[config.mk]
export PLATFORM = sky130hd
export DESIGN_NAME = psc_top
export DESIGN_NICKNAME = d
export VERILOG_FILES = /design/src/psc_pkg.sv /design/src/psc_top.sv
export VERILOG_INCLUDE_DIRS = /design/src
export SDC_FILE = /design/constraint.sdc
export NUM_CORES = 1
export LEC_CHECK = 0
export BUFFER_PORTS_ARGS = -buffer_cell sky130_fd_sc_hd__buf_4
export CORE_MARGIN = 4
export CORE_UTILIZATION = 40
export CTS_CLUSTER_DIAMETER = 200
export DETAILED_ROUTE_END_ITERATION = 12
export GPL_ROUTABILITY_DRIVEN = 0
export PLACE_DENSITY_LB_ADDON = 0.1
export SLEW_MARGIN = 25
export SYNTH_ARGS = -nofsm -noshare
export SYNTH_HDL_FRONTEND = slang
export SYNTH_SLANG_ARGS = --single-unit
[constraint.sdc]
create_clock -name clk -period 6.7 [get_ports clk]
set_input_delay 0.335 -clock clk [delete_from_list [all_inputs] [get_ports clk]]
set_output_delay 0.335 -clock clk [all_outputs]
set_load 0.02 [all_outputs]
[src/psc_cfg.svh]
// Offsets, field positions, reset values and timing figures of the switch
`ifndef PSC_CFG_SVH
`define PSC_CFG_SVH
`define PSC_CLK_PERIOD_NS 100
`define PSC_SECOND_NS 1000000000
`define PSC_FRZ_TOL_S 4'h6
`define PSC_FRZ_STRICT_S 4'h4
`define PSC_TOL_FRAMES 4'hA
`define PSC_N_PRESET 5
`define PSC_OFS_CTRL 8'h00
`define PSC_OFS_TESTS 8'h04
`define PSC_OFS_EXTMODE 8'h08
`define PSC_OFS_HOLD 8'h0C
`define PSC_OFS_STATUS 8'h10
`define PSC_OFS_COUNT 8'h14
`define PSC_OFS_PRESET 8'h18
`define PSC_OFS_ERRSEC 8'h20
`define PSC_OFS_ERRSEC_END 8'h48
`define PSC_CTRL_AUTO 0
`define PSC_CTRL_RETURN 1
`define PSC_CTRL_SBCHECK 2
`define PSC_CTRL_MAN_MAIN 3
`define PSC_CTRL_MAN_SB 4
`define PSC_PRE_SAVE 4
`define PSC_PRE_RECALL 5
`define PSC_RST_HOLD 16'h000A
`endif

[src/psc_pkg.sv]
// Types shared by the protection switch control logic
package psc_pkg;
	typedef enum logic [1:0] {
		TEST_OFF = 2'h0,
		TEST_TOL = 2'h1,
		TEST_STRICT = 2'h3
	} psc_test_e;
	typedef enum logic [1:0] {
		EXT_OFF = 2'h0,
		EXT_EDGE = 2'h1,
		EXT_FAULT = 2'h3,
		EXT_INHIBIT = 2'h2
	} psc_ext_mode_e;
	typedef enum logic [1:0] {
		RES_OFF = 2'h0,
		RES_GOOD = 2'h1,
		RES_BAD = 2'h2
	} psc_res_e;
	typedef enum logic {
		SEL_MAIN = 1'b0,
		SEL_STANDBY = 1'b1
	} psc_sel_e;
	typedef struct packed {
		logic auto_on;
		logic auto_return;
		logic standby_check;
		psc_test_e sync_word_check_setting;
		psc_test_e check_packet_setting;
		psc_test_e freeze_setting;
		logic audio_en;
		logic black_en;
		psc_ext_mode_e standby_ext_input_mode;
		psc_ext_mode_e main_ext_input_mode;
		logic [15:0] hold_secs;
	} psc_setup_s;
endpackage : psc_pkg

[src/psc_top.sv]
// Protection switch control: fault tests, changeover, counters, presets
`timescale 1ns/100ps
`include "psc_cfg.svh"

module psc_top #(
	parameter int unsigned SEC_CYCLES = `PSC_SECOND_NS / `PSC_CLK_PERIOD_NS,
	parameter int unsigned CNT_W = 16
) (
	// Clock and reset
	input wire logic clk,
	input wire logic rstn,
	// Avalon-MM slave
	input wire logic [7:0] address,
	input wire logic read,
	input wire logic write,
	input wire logic [3:0] byteenable,
	input wire logic [31:0] writedata,
	output logic [31:0] readdata,
	output logic waitrequest,
	// Detector results, index 0 main, 1 standby
	input wire logic [1:0] frame_tick,
	input wire logic [1:0] sync_word_err,
	input wire logic [1:0] check_packet_err,
	input wire logic [1:0] audio_lost,
	input wire logic [1:0] audio_silent,
	input wire logic [1:0] black_det,
	input wire logic [1:0] freeze_det,
	// External control inputs, index 0 main, 1 standby
	input wire logic [1:0] ext_ctrl,
	// Switch position and indicators
	output logic select_standby,
	output logic main_selected,
	output logic standby_selected
);
	typedef struct packed {
		logic [1:0] sync1;
		logic [1:0] sync2;
		logic [1:0] sync3;
		logic [31:0] sec_cnt;
		logic sec_tick;
		logic [1:0][3:0] sync_run;
		logic [1:0][3:0] chk_run;
		logic [1:0][3:0] frz_secs;
		logic [1:0][4:0][CNT_W-1:0] errsec;
		logic [15:0] good_secs;
		psc_pkg::psc_sel_e sel;
		logic ind_main;
		logic ind_standby;
		logic [CNT_W-1:0] changeover_count;
		psc_pkg::psc_setup_s cfg;
		psc_pkg::psc_setup_s [`PSC_N_PRESET-1:0] preset;
		logic [`PSC_N_PRESET-1:0] occupied;
		logic waitrequest;
		logic [31:0] readdata;
	} psc_state_s;

	psc_state_s s;
	psc_state_s next_s;

	// Three-state test result
	function automatic psc_pkg::psc_res_e psc_result(input logic en,
		input logic bad);
		if (!en)
			return psc_pkg::RES_OFF;
		return bad ? psc_pkg::RES_BAD : psc_pkg::RES_GOOD;
	endfunction : psc_result

	// Counter step with saturation
	function automatic logic [CNT_W-1:0] psc_sat_inc(
		input logic [CNT_W-1:0] v);
		return (&v) ? v : v + 1'b1;
	endfunction : psc_sat_inc

	// Four-bit run counter step with saturation
	function automatic logic [3:0] psc_run_inc(input logic [3:0] v);
		return (&v) ? v : v + 4'h1;
	endfunction : psc_run_inc

	// Test active for tolerant or strict settings only; code 2 is off
	function automatic logic psc_test_on(input psc_pkg::psc_test_e m);
		return m == psc_pkg::TEST_TOL || m == psc_pkg::TEST_STRICT;
	endfunction : psc_test_on

	// Tolerant or strict judgement of a run of bad frames
	function automatic logic psc_run_bad(input psc_pkg::psc_test_e m,
		input logic [3:0] run);
		case (m)
			psc_pkg::TEST_STRICT: return run != 4'h0;
			psc_pkg::TEST_TOL: return run >= `PSC_TOL_FRAMES;
			default: return 1'b0;
		endcase
	endfunction : psc_run_bad

	always_comb
	begin
		logic [1:0] lvl;
		logic [1:0] fall;
		logic [1:0][4:0] en;
		logic [1:0][4:0] fault;
		logic [1:0][4:0][1:0] res;
		logic [1:0] in_bad;
		logic [3:0] frz_lim;
		logic main_bad;
		logic standby_good;
		logic inhibit;
		logic toggle;
		logic man_main;
		logic man_sb;
		logic taken_wr;
		logic [31:0] rdv;
		logic [7:0] idx;
		psc_pkg::psc_sel_e sel_new;
		psc_pkg::psc_ext_mode_e [1:0] mode;
		lvl = 2'h0;
		fall = 2'h0;
		en = '0;
		fault = '0;
		res = '0;
		in_bad = 2'h0;
		frz_lim = 4'h0;
		main_bad = 1'b0;
		standby_good = 1'b0;
		inhibit = 1'b0;
		toggle = 1'b0;
		man_main = 1'b0;
		man_sb = 1'b0;
		taken_wr = 1'b0;
		rdv = 32'h0000_0000;
		idx = 8'h00;
		sel_new = s.sel;
		mode[0] = s.cfg.main_ext_input_mode;
		mode[1] = s.cfg.standby_ext_input_mode;
		next_s = s;

		// Second-stage output is the settled level
		next_s.sync1 = ext_ctrl;
		next_s.sync2 = s.sync1;
		next_s.sync3 = s.sync2;
		lvl = s.sync2;
		fall = s.sync3 & ~s.sync2;

		// One-second tick
		next_s.sec_tick = 1'b0;
		if (s.sec_cnt >= 32'(SEC_CYCLES - 1))
		begin
			next_s.sec_cnt = 32'h0000_0000;
			next_s.sec_tick = 1'b1;
		end
		else
			next_s.sec_cnt = s.sec_cnt + 32'h0000_0001;

		// Test enables: 0 sync, 1 check, 2 black, 3 audio, 4 freeze
		frz_lim = (s.cfg.freeze_setting == psc_pkg::TEST_STRICT) ?
			`PSC_FRZ_STRICT_S : `PSC_FRZ_TOL_S;
		for (int i = 0; i < 2; i++)
		begin
			en[i][0] =
				psc_test_on(s.cfg.sync_word_check_setting);
			en[i][1] =
				psc_test_on(s.cfg.check_packet_setting);
			en[i][2] = s.cfg.black_en;
			en[i][3] = s.cfg.audio_en;
			en[i][4] = psc_test_on(s.cfg.freeze_setting);
			// Runs of bad frames, counted at each frame boundary
			if (frame_tick[i])
			begin
				next_s.sync_run[i] = sync_word_err[i] ?
					psc_run_inc(s.sync_run[i]) : 4'h0;
				next_s.chk_run[i] = check_packet_err[i] ?
					psc_run_inc(s.chk_run[i]) : 4'h0;
			end
			// Seconds of continuous freeze
			if (!freeze_det[i])
				next_s.frz_secs[i] = 4'h0;
			else if (s.sec_tick)
				next_s.frz_secs[i] = psc_run_inc(s.frz_secs[i]);
			fault[i][0] = psc_run_bad(s.cfg.sync_word_check_setting,
				s.sync_run[i]);
			fault[i][1] = psc_run_bad(s.cfg.check_packet_setting,
				s.chk_run[i]);
			fault[i][2] = en[i][2] && black_det[i];
			fault[i][3] = en[i][3] &&
				(audio_lost[i] || audio_silent[i]);
			fault[i][4] = en[i][4] && freeze_det[i] &&
				s.frz_secs[i] >= frz_lim;
			for (int t = 0; t < 5; t++)
			begin
				res[i][t] = psc_result(en[i][t], fault[i][t]);
				if (fault[i][t] && s.sec_tick)
					next_s.errsec[i][t] =
						psc_sat_inc(s.errsec[i][t]);
			end
			in_bad[i] = |fault[i];
			if (mode[i] == psc_pkg::EXT_FAULT && !lvl[i])
				in_bad[i] = 1'b1;
			if (mode[i] == psc_pkg::EXT_INHIBIT && !lvl[i])
				inhibit = 1'b1;
			if (mode[i] == psc_pkg::EXT_EDGE && fall[i])
				toggle = 1'b1;
		end
		main_bad = in_bad[0];
		standby_good = !s.cfg.standby_check || !in_bad[1];

		// Continuous good time of the main input
		if (main_bad)
			next_s.good_secs = 16'h0000;
		else if (s.sec_tick && !(&s.good_secs))
			next_s.good_secs = s.good_secs + 16'h0001;

		// Bus handshake: answer one cycle after the request appears
		taken_wr = write && !s.waitrequest;
		next_s.waitrequest = !((read || write) && s.waitrequest);
		if (taken_wr && byteenable[0])
		begin
			case (address)
				`PSC_OFS_CTRL:
				begin
					next_s.cfg.auto_on = writedata[`PSC_CTRL_AUTO];
					next_s.cfg.auto_return = writedata[`PSC_CTRL_RETURN];
					next_s.cfg.standby_check =
						writedata[`PSC_CTRL_SBCHECK];
					man_main = writedata[`PSC_CTRL_MAN_MAIN];
					man_sb = writedata[`PSC_CTRL_MAN_SB];
				end
				`PSC_OFS_TESTS:
				begin
					next_s.cfg.sync_word_check_setting =
						psc_pkg::psc_test_e'(writedata[1:0]);
					next_s.cfg.check_packet_setting =
						psc_pkg::psc_test_e'(writedata[3:2]);
					next_s.cfg.freeze_setting =
						psc_pkg::psc_test_e'(writedata[5:4]);
					next_s.cfg.audio_en = writedata[6];
					next_s.cfg.black_en = writedata[7];
				end
				`PSC_OFS_EXTMODE:
				begin
					next_s.cfg.main_ext_input_mode =
						psc_pkg::psc_ext_mode_e'(writedata[1:0]);
					next_s.cfg.standby_ext_input_mode =
						psc_pkg::psc_ext_mode_e'(writedata[3:2]);
				end
				`PSC_OFS_HOLD:
					next_s.cfg.hold_secs[7:0] = writedata[7:0];
				`PSC_OFS_PRESET:
				begin
					for (int p = 0; p < `PSC_N_PRESET; p++)
					begin
						if (writedata[2:0] == 3'(p))
						begin
							if (writedata[`PSC_PRE_SAVE])
							begin
								next_s.preset[p] = s.cfg;
								next_s.occupied[p] = 1'b1;
							end
							else if (writedata[`PSC_PRE_RECALL] &&
								s.occupied[p])
								next_s.cfg = s.preset[p];
						end
					end
				end
				default:
				begin
				end
			endcase
		end
		if (taken_wr && byteenable[1] && address == `PSC_OFS_HOLD)
			next_s.cfg.hold_secs[15:8] = writedata[15:8];

		// Selection, inhibit first, then manual, edge, automatic
		if (inhibit)
			sel_new = s.sel;
		else if (man_sb)
			sel_new = psc_pkg::SEL_STANDBY;
		else if (man_main)
			sel_new = psc_pkg::SEL_MAIN;
		else if (toggle)
			sel_new = (s.sel == psc_pkg::SEL_MAIN) ?
				psc_pkg::SEL_STANDBY : psc_pkg::SEL_MAIN;
		else if (s.sel == psc_pkg::SEL_MAIN && s.cfg.auto_on &&
			main_bad && standby_good)
			sel_new = psc_pkg::SEL_STANDBY;
		else if (s.sel == psc_pkg::SEL_STANDBY && s.cfg.auto_return &&
			!main_bad && s.good_secs >= s.cfg.hold_secs)
			sel_new = psc_pkg::SEL_MAIN;
		next_s.sel = sel_new;
		next_s.ind_main = sel_new == psc_pkg::SEL_MAIN;
		next_s.ind_standby = sel_new == psc_pkg::SEL_STANDBY;
		if (s.sel == psc_pkg::SEL_MAIN && sel_new == psc_pkg::SEL_STANDBY)
			next_s.changeover_count =
				psc_sat_inc(s.changeover_count);

		// Read data, captured when the request is first seen
		case (address)
			`PSC_OFS_CTRL:
				rdv = {29'h0000_0000, s.cfg.standby_check,
					s.cfg.auto_return, s.cfg.auto_on};
			`PSC_OFS_TESTS:
				rdv = {24'h00_0000, s.cfg.black_en, s.cfg.audio_en,
					s.cfg.freeze_setting, s.cfg.check_packet_setting,
					s.cfg.sync_word_check_setting};
			`PSC_OFS_EXTMODE:
				rdv = {28'h000_0000, s.cfg.standby_ext_input_mode,
					s.cfg.main_ext_input_mode};
			`PSC_OFS_HOLD:
				rdv = {16'h0000, s.cfg.hold_secs};
			`PSC_OFS_STATUS:
				rdv = {8'h00, res, lvl, s.ind_standby,
					s.ind_main};
			`PSC_OFS_COUNT:
				rdv = 32'(s.changeover_count);
			`PSC_OFS_PRESET:
				rdv = 32'(s.occupied);
			default:
			begin
				if (address >= `PSC_OFS_ERRSEC &&
					address < `PSC_OFS_ERRSEC_END &&
					address[1:0] == 2'h0)
				begin
					idx = 8'(address - `PSC_OFS_ERRSEC) >> 2;
					if (idx < 8'h05)
						rdv = 32'(s.errsec[0][idx[2:0]]);
					else
						rdv = 32'(s.errsec[1][3'(idx - 8'h05)]);
				end
			end
		endcase
		if (read && s.waitrequest)
			next_s.readdata = rdv;
	end

	always_ff @(posedge clk or negedge rstn)
	begin
		if (!rstn)
		begin
			s <= '0;
			s.waitrequest <= 1'b1;
			s.ind_main <= 1'b1;
			s.cfg.hold_secs <= `PSC_RST_HOLD;
		end
		else
			s <= next_s;
	end

	assign readdata = s.readdata;
	assign waitrequest = s.waitrequest;
	assign select_standby = s.sel;
	assign main_selected = s.ind_main;
	assign standby_selected = s.ind_standby;
endmodule : psc_top

======== Word level (Yosys, flattened, before mapping) ========
Index checks and enable logic that the tools add are counted.
storage, ports and cells
  bits in registers ....................... 481
  bits in latches ......................... 0
  RAM bits ................................ 0
  memory bits (read-only) ................. 0
  bits of input ports ..................... 64
  word-level logic and storage cells ...... 410
  memories kept ........................... 0
operators by class
  add/subtract/negate cells ............... 21
  multipliers ............................. 0
  divide/modulo/power cells ............... 0
  magnitude comparators ................... 13
  eq/ne operators ......................... 30
  shift operators ......................... 0
  muxes and demuxes ....................... 111
  bitwise gates (word level) .............. 15
  reduce and logical (&&, ||, !) cells .... 121
operators with widths
  kind                                                                     count
  31-bit 2-to-1 mux                                                        25
  16-bit by 1-bit adder with 16-bit output, second input constant          12
  16-bit AND reduction                                                     12
  176-bit 2-to-1 mux                                                       1
  24-bit one-hot mux with 7 select lines                                   1
  160-bit 2-to-1 mux                                                       1
  16-bit binary-select mux with 3-bit select                               2
  16-bit 2-to-1 mux                                                        6
  62-bit 2-to-1 mux                                                        1
  4-bit 2-to-1 mux                                                         14
  1-bit logical AND                                                        45
  2-bit AND reduction                                                      22
  4-bit AND reduction                                                      11
  2-bit 2-to-1 mux                                                         21
  32-bit by 1-bit adder with 32-bit output, second input constant          1
  32-bit by 24-bit >= comparator with 1-bit output, second input constant  1
  32-bit 2-to-1 mux                                                        1
  8-bit one-hot mux with 2 select lines                                    2
  1-bit 2-to-1 mux                                                         28
  4-bit by 1-bit adder with 4-bit output, second input constant            6
  8-bit by 5-bit equality test with 1-bit output, second input constant    3
  8-bit by 4-bit equality test with 1-bit output, second input constant    2
  16-bit >= comparator                                                     1
  4-bit >= comparator, second input constant                               4
  30 further kinds                                                         88

======== Longest topological paths before layout ========
  depth in word-level cells ............... 21
  gate-level depth with buffers ........... 13

======== Worst setup path before layout ========
No wires, ideal clock.
  path kind ............................... input to register
  start ................................... input port address[2]
  end ..................................... register s, in the netlist readdata[3]
  arrival ................................. 3.306 ns
  required time ........................... 6.565 ns
  setup slack ............................. 3.258 ns
  stages .................................. 12
  path buffers ............................ 5
  cell sequence ........................... buf_2 > buf_2 > clkbuf_1 > inv_1 > ha_1 > clkbuf_1 > buf_1 > mux4_2 > a221oi_1 > a21oi_1 > a221oi_1 > o21ai_0
on the way
  word-level cells in the longest chain between the ends .. 7
  elaborated cells between the ends (all ways) .. 21
  classes of those cells .................. add/sub (2); order compare (3); eq/ne (6); mux (7); reduce/logical (3)
RTL lines
  item                                                   RTL line        source
  start: declaration                                     psc_top.sv:13   input wire logic [7:0] address,
  8-bit by 6-bit subtractor with 8-bit output (no line)  n/a
  3-bit subtractor                                       psc_top.sv:324  rdv = 32'(s.errsec[1][3'(idx - 8'h05)]);
  16-bit binary-select mux with 3-bit select             psc_top.sv:324
  16-bit 2-to-1 mux (implied by the code)                psc_top.sv:324
  16-bit 2-to-1 mux                                      psc_top.sv:321  if (idx < 8'h05)
  16-bit 2-to-1 mux                                      psc_top.sv:316  if (address >= `PSC_OFS_ERRSEC &&
  24-bit one-hot mux with 7 select lines (*)             psc_top.sv:294  case (address)
  end signal: assignment                                 psc_top.sv:342  s <= next_s;
  end: declaration                                       psc_top.sv:57   psc_state_s s;
Mark *: on every way between the ends. The rest lies on a longest branch, timed or not. The select of a mux whose other input is x is not followed.
A chain may end at the register's enable or synchronous reset.

======== Worst setup path after layout ========
  start ................................... input port address[7]
  end ..................................... register s[59] (netlist bit)
on the way
  word-level cells in the longest chain between the ends .. 2
RTL lines
  item                                            RTL line        source
  8-bit by 5-bit equality test with 1-bit output  psc_top.sv:215  case (address)
  4-bit AND reduction (no line)                   n/a
Every way passes these cells.

==> out/results.txt <==
WP buf/inv - 2
FF+latch count, synth - 473
Worst Path Required - 7.18 ns
RR Startpoint - waitrequest
Worst r2r dst - s[59]
RSZ-0062 raised after global routing - no
Post-CTS Resized - 0
Yosys top cell by area - dfrtp_1
Syn Inst Count - 2,266
First-pass GRT wire length - 105 mm
Fill count - 5,526
Vias in the first global route - 17.4k
Post-synth EDFFs - 0
PwrDens - 249 nW/um2
Sw Share - 25.4%
1st-iter DRT viols - 1,533
Period utilization - 53.0%
Commonest cells post-synth - dfrtp_1 (469), nand2_1 (221), nor2_1 (162)
Largest family of logic cells by synthesized area - simple AND/OR/NAND/NOR gates
Ant diodes - 0
Post-CTS Hold Buffers - 23
Max H-tree Level - 2
Adder-cell share of the synthesized area - 2.73%
Hold Path Depth - 2
Die ar. - 63,600 um2
Min-Delay Endpoint - s[441]
Total power - 0.00672 W
Die Ht - 252 um
# clock sinks - 473
CP cell instances - buf_4 > nor3_1 > and3_1 > and3_1 > and3_1 > nand3b_1 > buf_4 > mux2_1
Total gr overflow - 0
Post-synthesis sequential area ratio - 49.6%
Clock share of power - 45.3%
TritonRoute pass-1 iters - 6
Row count - 89
Flop2flop setup slack - 3.23 ns
Dominant cells by area after synthesis - dfrtp_1 (49%), xnor2_1 (4.4%), nand2_1 (3.5%), mux2_1 (3.1%), mux4_2 (3.0%)
Final setup fails - 0
Post-DP Area - 24,900 um2
CP Capture Type - register
Die Wd - 252 um
Min Hold Slack - 0.0505 ns
Skew-Pair Late Insertion Delay - 0.61 ns
Slew margin rel. - 29.1%
CTS tree - built
Hold Path Class - primary input to register
Setup TNS Final - 0 ns
Area growth syn-to-layout - 13.2%
MaxCap Viol Count - 0
Clk buf depth - 3
Combinational power share - 8.6%
Layout Nets - 2,421
Final min period - 3.55 ns
Critical Path Fanout Max - 36
Port Buffers - 73
Clock Skew - 0.0196 ns
Pin count of the biggest net entering global routing - 153
Max Freq - 281 MHz
Initial antenna violation count - 0
CORE AREA - 59,000 um2
Levels on crit path - 8
WL/cell - 21.7 um
Fin. max-slew vios - 0
DRC violation count after routing - 0
Buffer count from post-CTS setup fixing - 0
GRT Total Usage - 21.1%
Sequential fraction of design power - 46.1%
Xor-xnor portion of the synthesized cell area - 7.20%
Register-to-Register Path Depth - 6
Outcome - finished, final reports clean
CP delay by family, top - simple AND/OR/NAND/NOR gates
CP peak stage delay - 0.68 ns
Power Internal - 0.00501 W
Layout cell share with drive strength beyond 1 - 11.5%
Synth Area in Compound Gates - 13.2%
Critical path class - primary input to register
Hpwl dp - 46.3 mm
Final instance area - 27,000 um2
Util after Layout - 45.8%
Slew @ Worst Pin - 1.06 ns
I/O Pins - 100
Clock transition at path regs - 0.06 ns
Initial Utilization - 40.4%
Critical path arrival - 4.03 ns
Post-synthesis mux area share - 8.83%
Slowest stage cell, crit path - nand3b_1
Peak VDD IR - 0.177 mV
Cell area after synthesis - 23,900 um2
CTS root buf - clkbuf_16
Ys flop type - dfrtp_1
Via count - 17.6k
Count leader, synth - dfrtp_1
Synth async-reset ratio - 100%
Worst path most repeated cell - and3_1
Simple-Gate Fraction of Synth Area - 14.4%
Syn Area/Cell - 10.5 um2
Vias per inst - 5.65
Worst setup SP type - primary input
Final hold vios - 0
Detail Route Antenna Nets - 0
TritonCTS Buffers - 54
Hold path startpoint - frame_tick[1]
Synth unique cells - 81
Leakage - 12.3 nW
Ys Warns - 0
Sw Pwr - 0.00171 W
Drt total wl - 67.7 mm
Post-synth top area share - 49.2%
-- cell families (layout without fill, tap and decap cells) --
family | after synthesis | after routing
flops | 473 | 473
xor+xnor | 196 | 196
simple gates | 712 | 712
buf+inv | 215 | 284
mux | 159 | 159
other cells | 1 | 16
fa+ha+maj | 52 | 52
compound gates | 458 | 458
-- worst reg2reg max path: cells and delay by family, from the launching register on --
family / cells / cell delay, ns
buffers and inverters: 1 / 0.57
flip-flops: 1 / 0.43
multiplexers: 1 / 0.39
AND/OR/NAND/NOR: 4 / 1.95
-- area by class of cell --
| type | instances | area [um2] | share of cell area [%] |
|---|---|---|---|
| timing repair buffer | 120 | 1010 | 3.73 |
| inverter | 63 | 236 | 0.876 |
| clock inverter | 20 | 205 | 0.760 |
| clock buffer | 81 | 1630 | 6.02 |
| sequential | 473 | 11800 | 43.8 |
| tap | 773 | 967 | 3.58 |
| multi-input combinational | 1593 | 11100 | 41.2 |
-- power groups by stage --
stage          Sequential, W  Clock, W  Combinational, W
3_5_place_dp         0.00315         0          0.000568
6_report             0.00310   0.00304          0.000574
4_1_cts              0.00309   0.00312          0.000581
2_1_floorplan        0.00308         0          0.000376
3_3_place_gp         0.00314         0          0.000555
5_1_grt              0.00311   0.00323          0.000650
-- through the flow --
step / instances / setup WS (ns)
5_1_grt: 3123 / 3.04
3_3_place_gp: 2997 / 2.65
4_1_cts: 3123 / 3.22
2_1_floorplan: 2281 / 3.26
6_report: 3123 / 3.15
3_5_place_dp: 2999 / 2.58
-- flip-flops by register name (all words and copies together), names as in the netlist --
signal,cells
next_s,4
s,442
main_selected,1
standby_selected,1
waitrequest,1
readdata,24
-- cell usage in the layout (no fill, tap or decap), types with 17 or more instances in the layout --
cell / Yosys / final
nand2_1: 221 / 219
nand2b_1: 17 / 17
o21a_1: 23 / 23
a221oi_1: 26 / 26
xnor2_1: 120 / 120
mux2_1: 65 / 65
o21ai_0: 53 / 53
a22oi_1: 29 / 29
nor2_1: 162 / 161
dlygate4sd3_1: 0 / 23
a21oi_1: 64 / 64
mux4_2: 32 / 32
o22ai_1: 23 / 23
mux2i_1: 35 / 35
nor3_1: 29 / 29
inv_1: 61 / 61
o21ai_1: 74 / 74
mux2_2: 27 / 27
and3_1: 36 / 35
ha_1: 52 / 52
clkbuf_16: 0 / 57
nand3_1: 98 / 95
a211oi_1: 56 / 56
nand4_1: 79 / 79
xor2_1: 76 / 76
dfrtp_1: 469 / 469
buf_4: 33 / 92
-- per-layer routing --
| metal | vias to the layer above | wire length (um) | global-route usage, % |
|---|---|---|---|
| li1 | 8247 | - | - |
| met1 | 8872 | 32100 | 31.0 |
| met2 | 438 | 30200 | 32.7 |
| met3 | 87 | 3570 | 3.26 |
| met4 | 0 | 1830 | 6.29 |
| met5 | - | 0 | 0 |
-- worst max path at each step --
| stage | endpoint | from | slack (ns) |
|---|---|---|---|
| 6_report | s[59] | address[7] | 3.15 |
| 5_1_grt | s[68] | address[7] | 3.04 |
| 4_1_cts | s[68] | address[7] | 3.22 |
| 3_5_place_dp | s[58] | address[7] | 2.58 |
| 3_3_place_gp | s[38] | address[7] | 2.65 |
| 2_1_floorplan | readdata[3] | address[2] | 3.26 |
(Power assumes the default switching activity.)
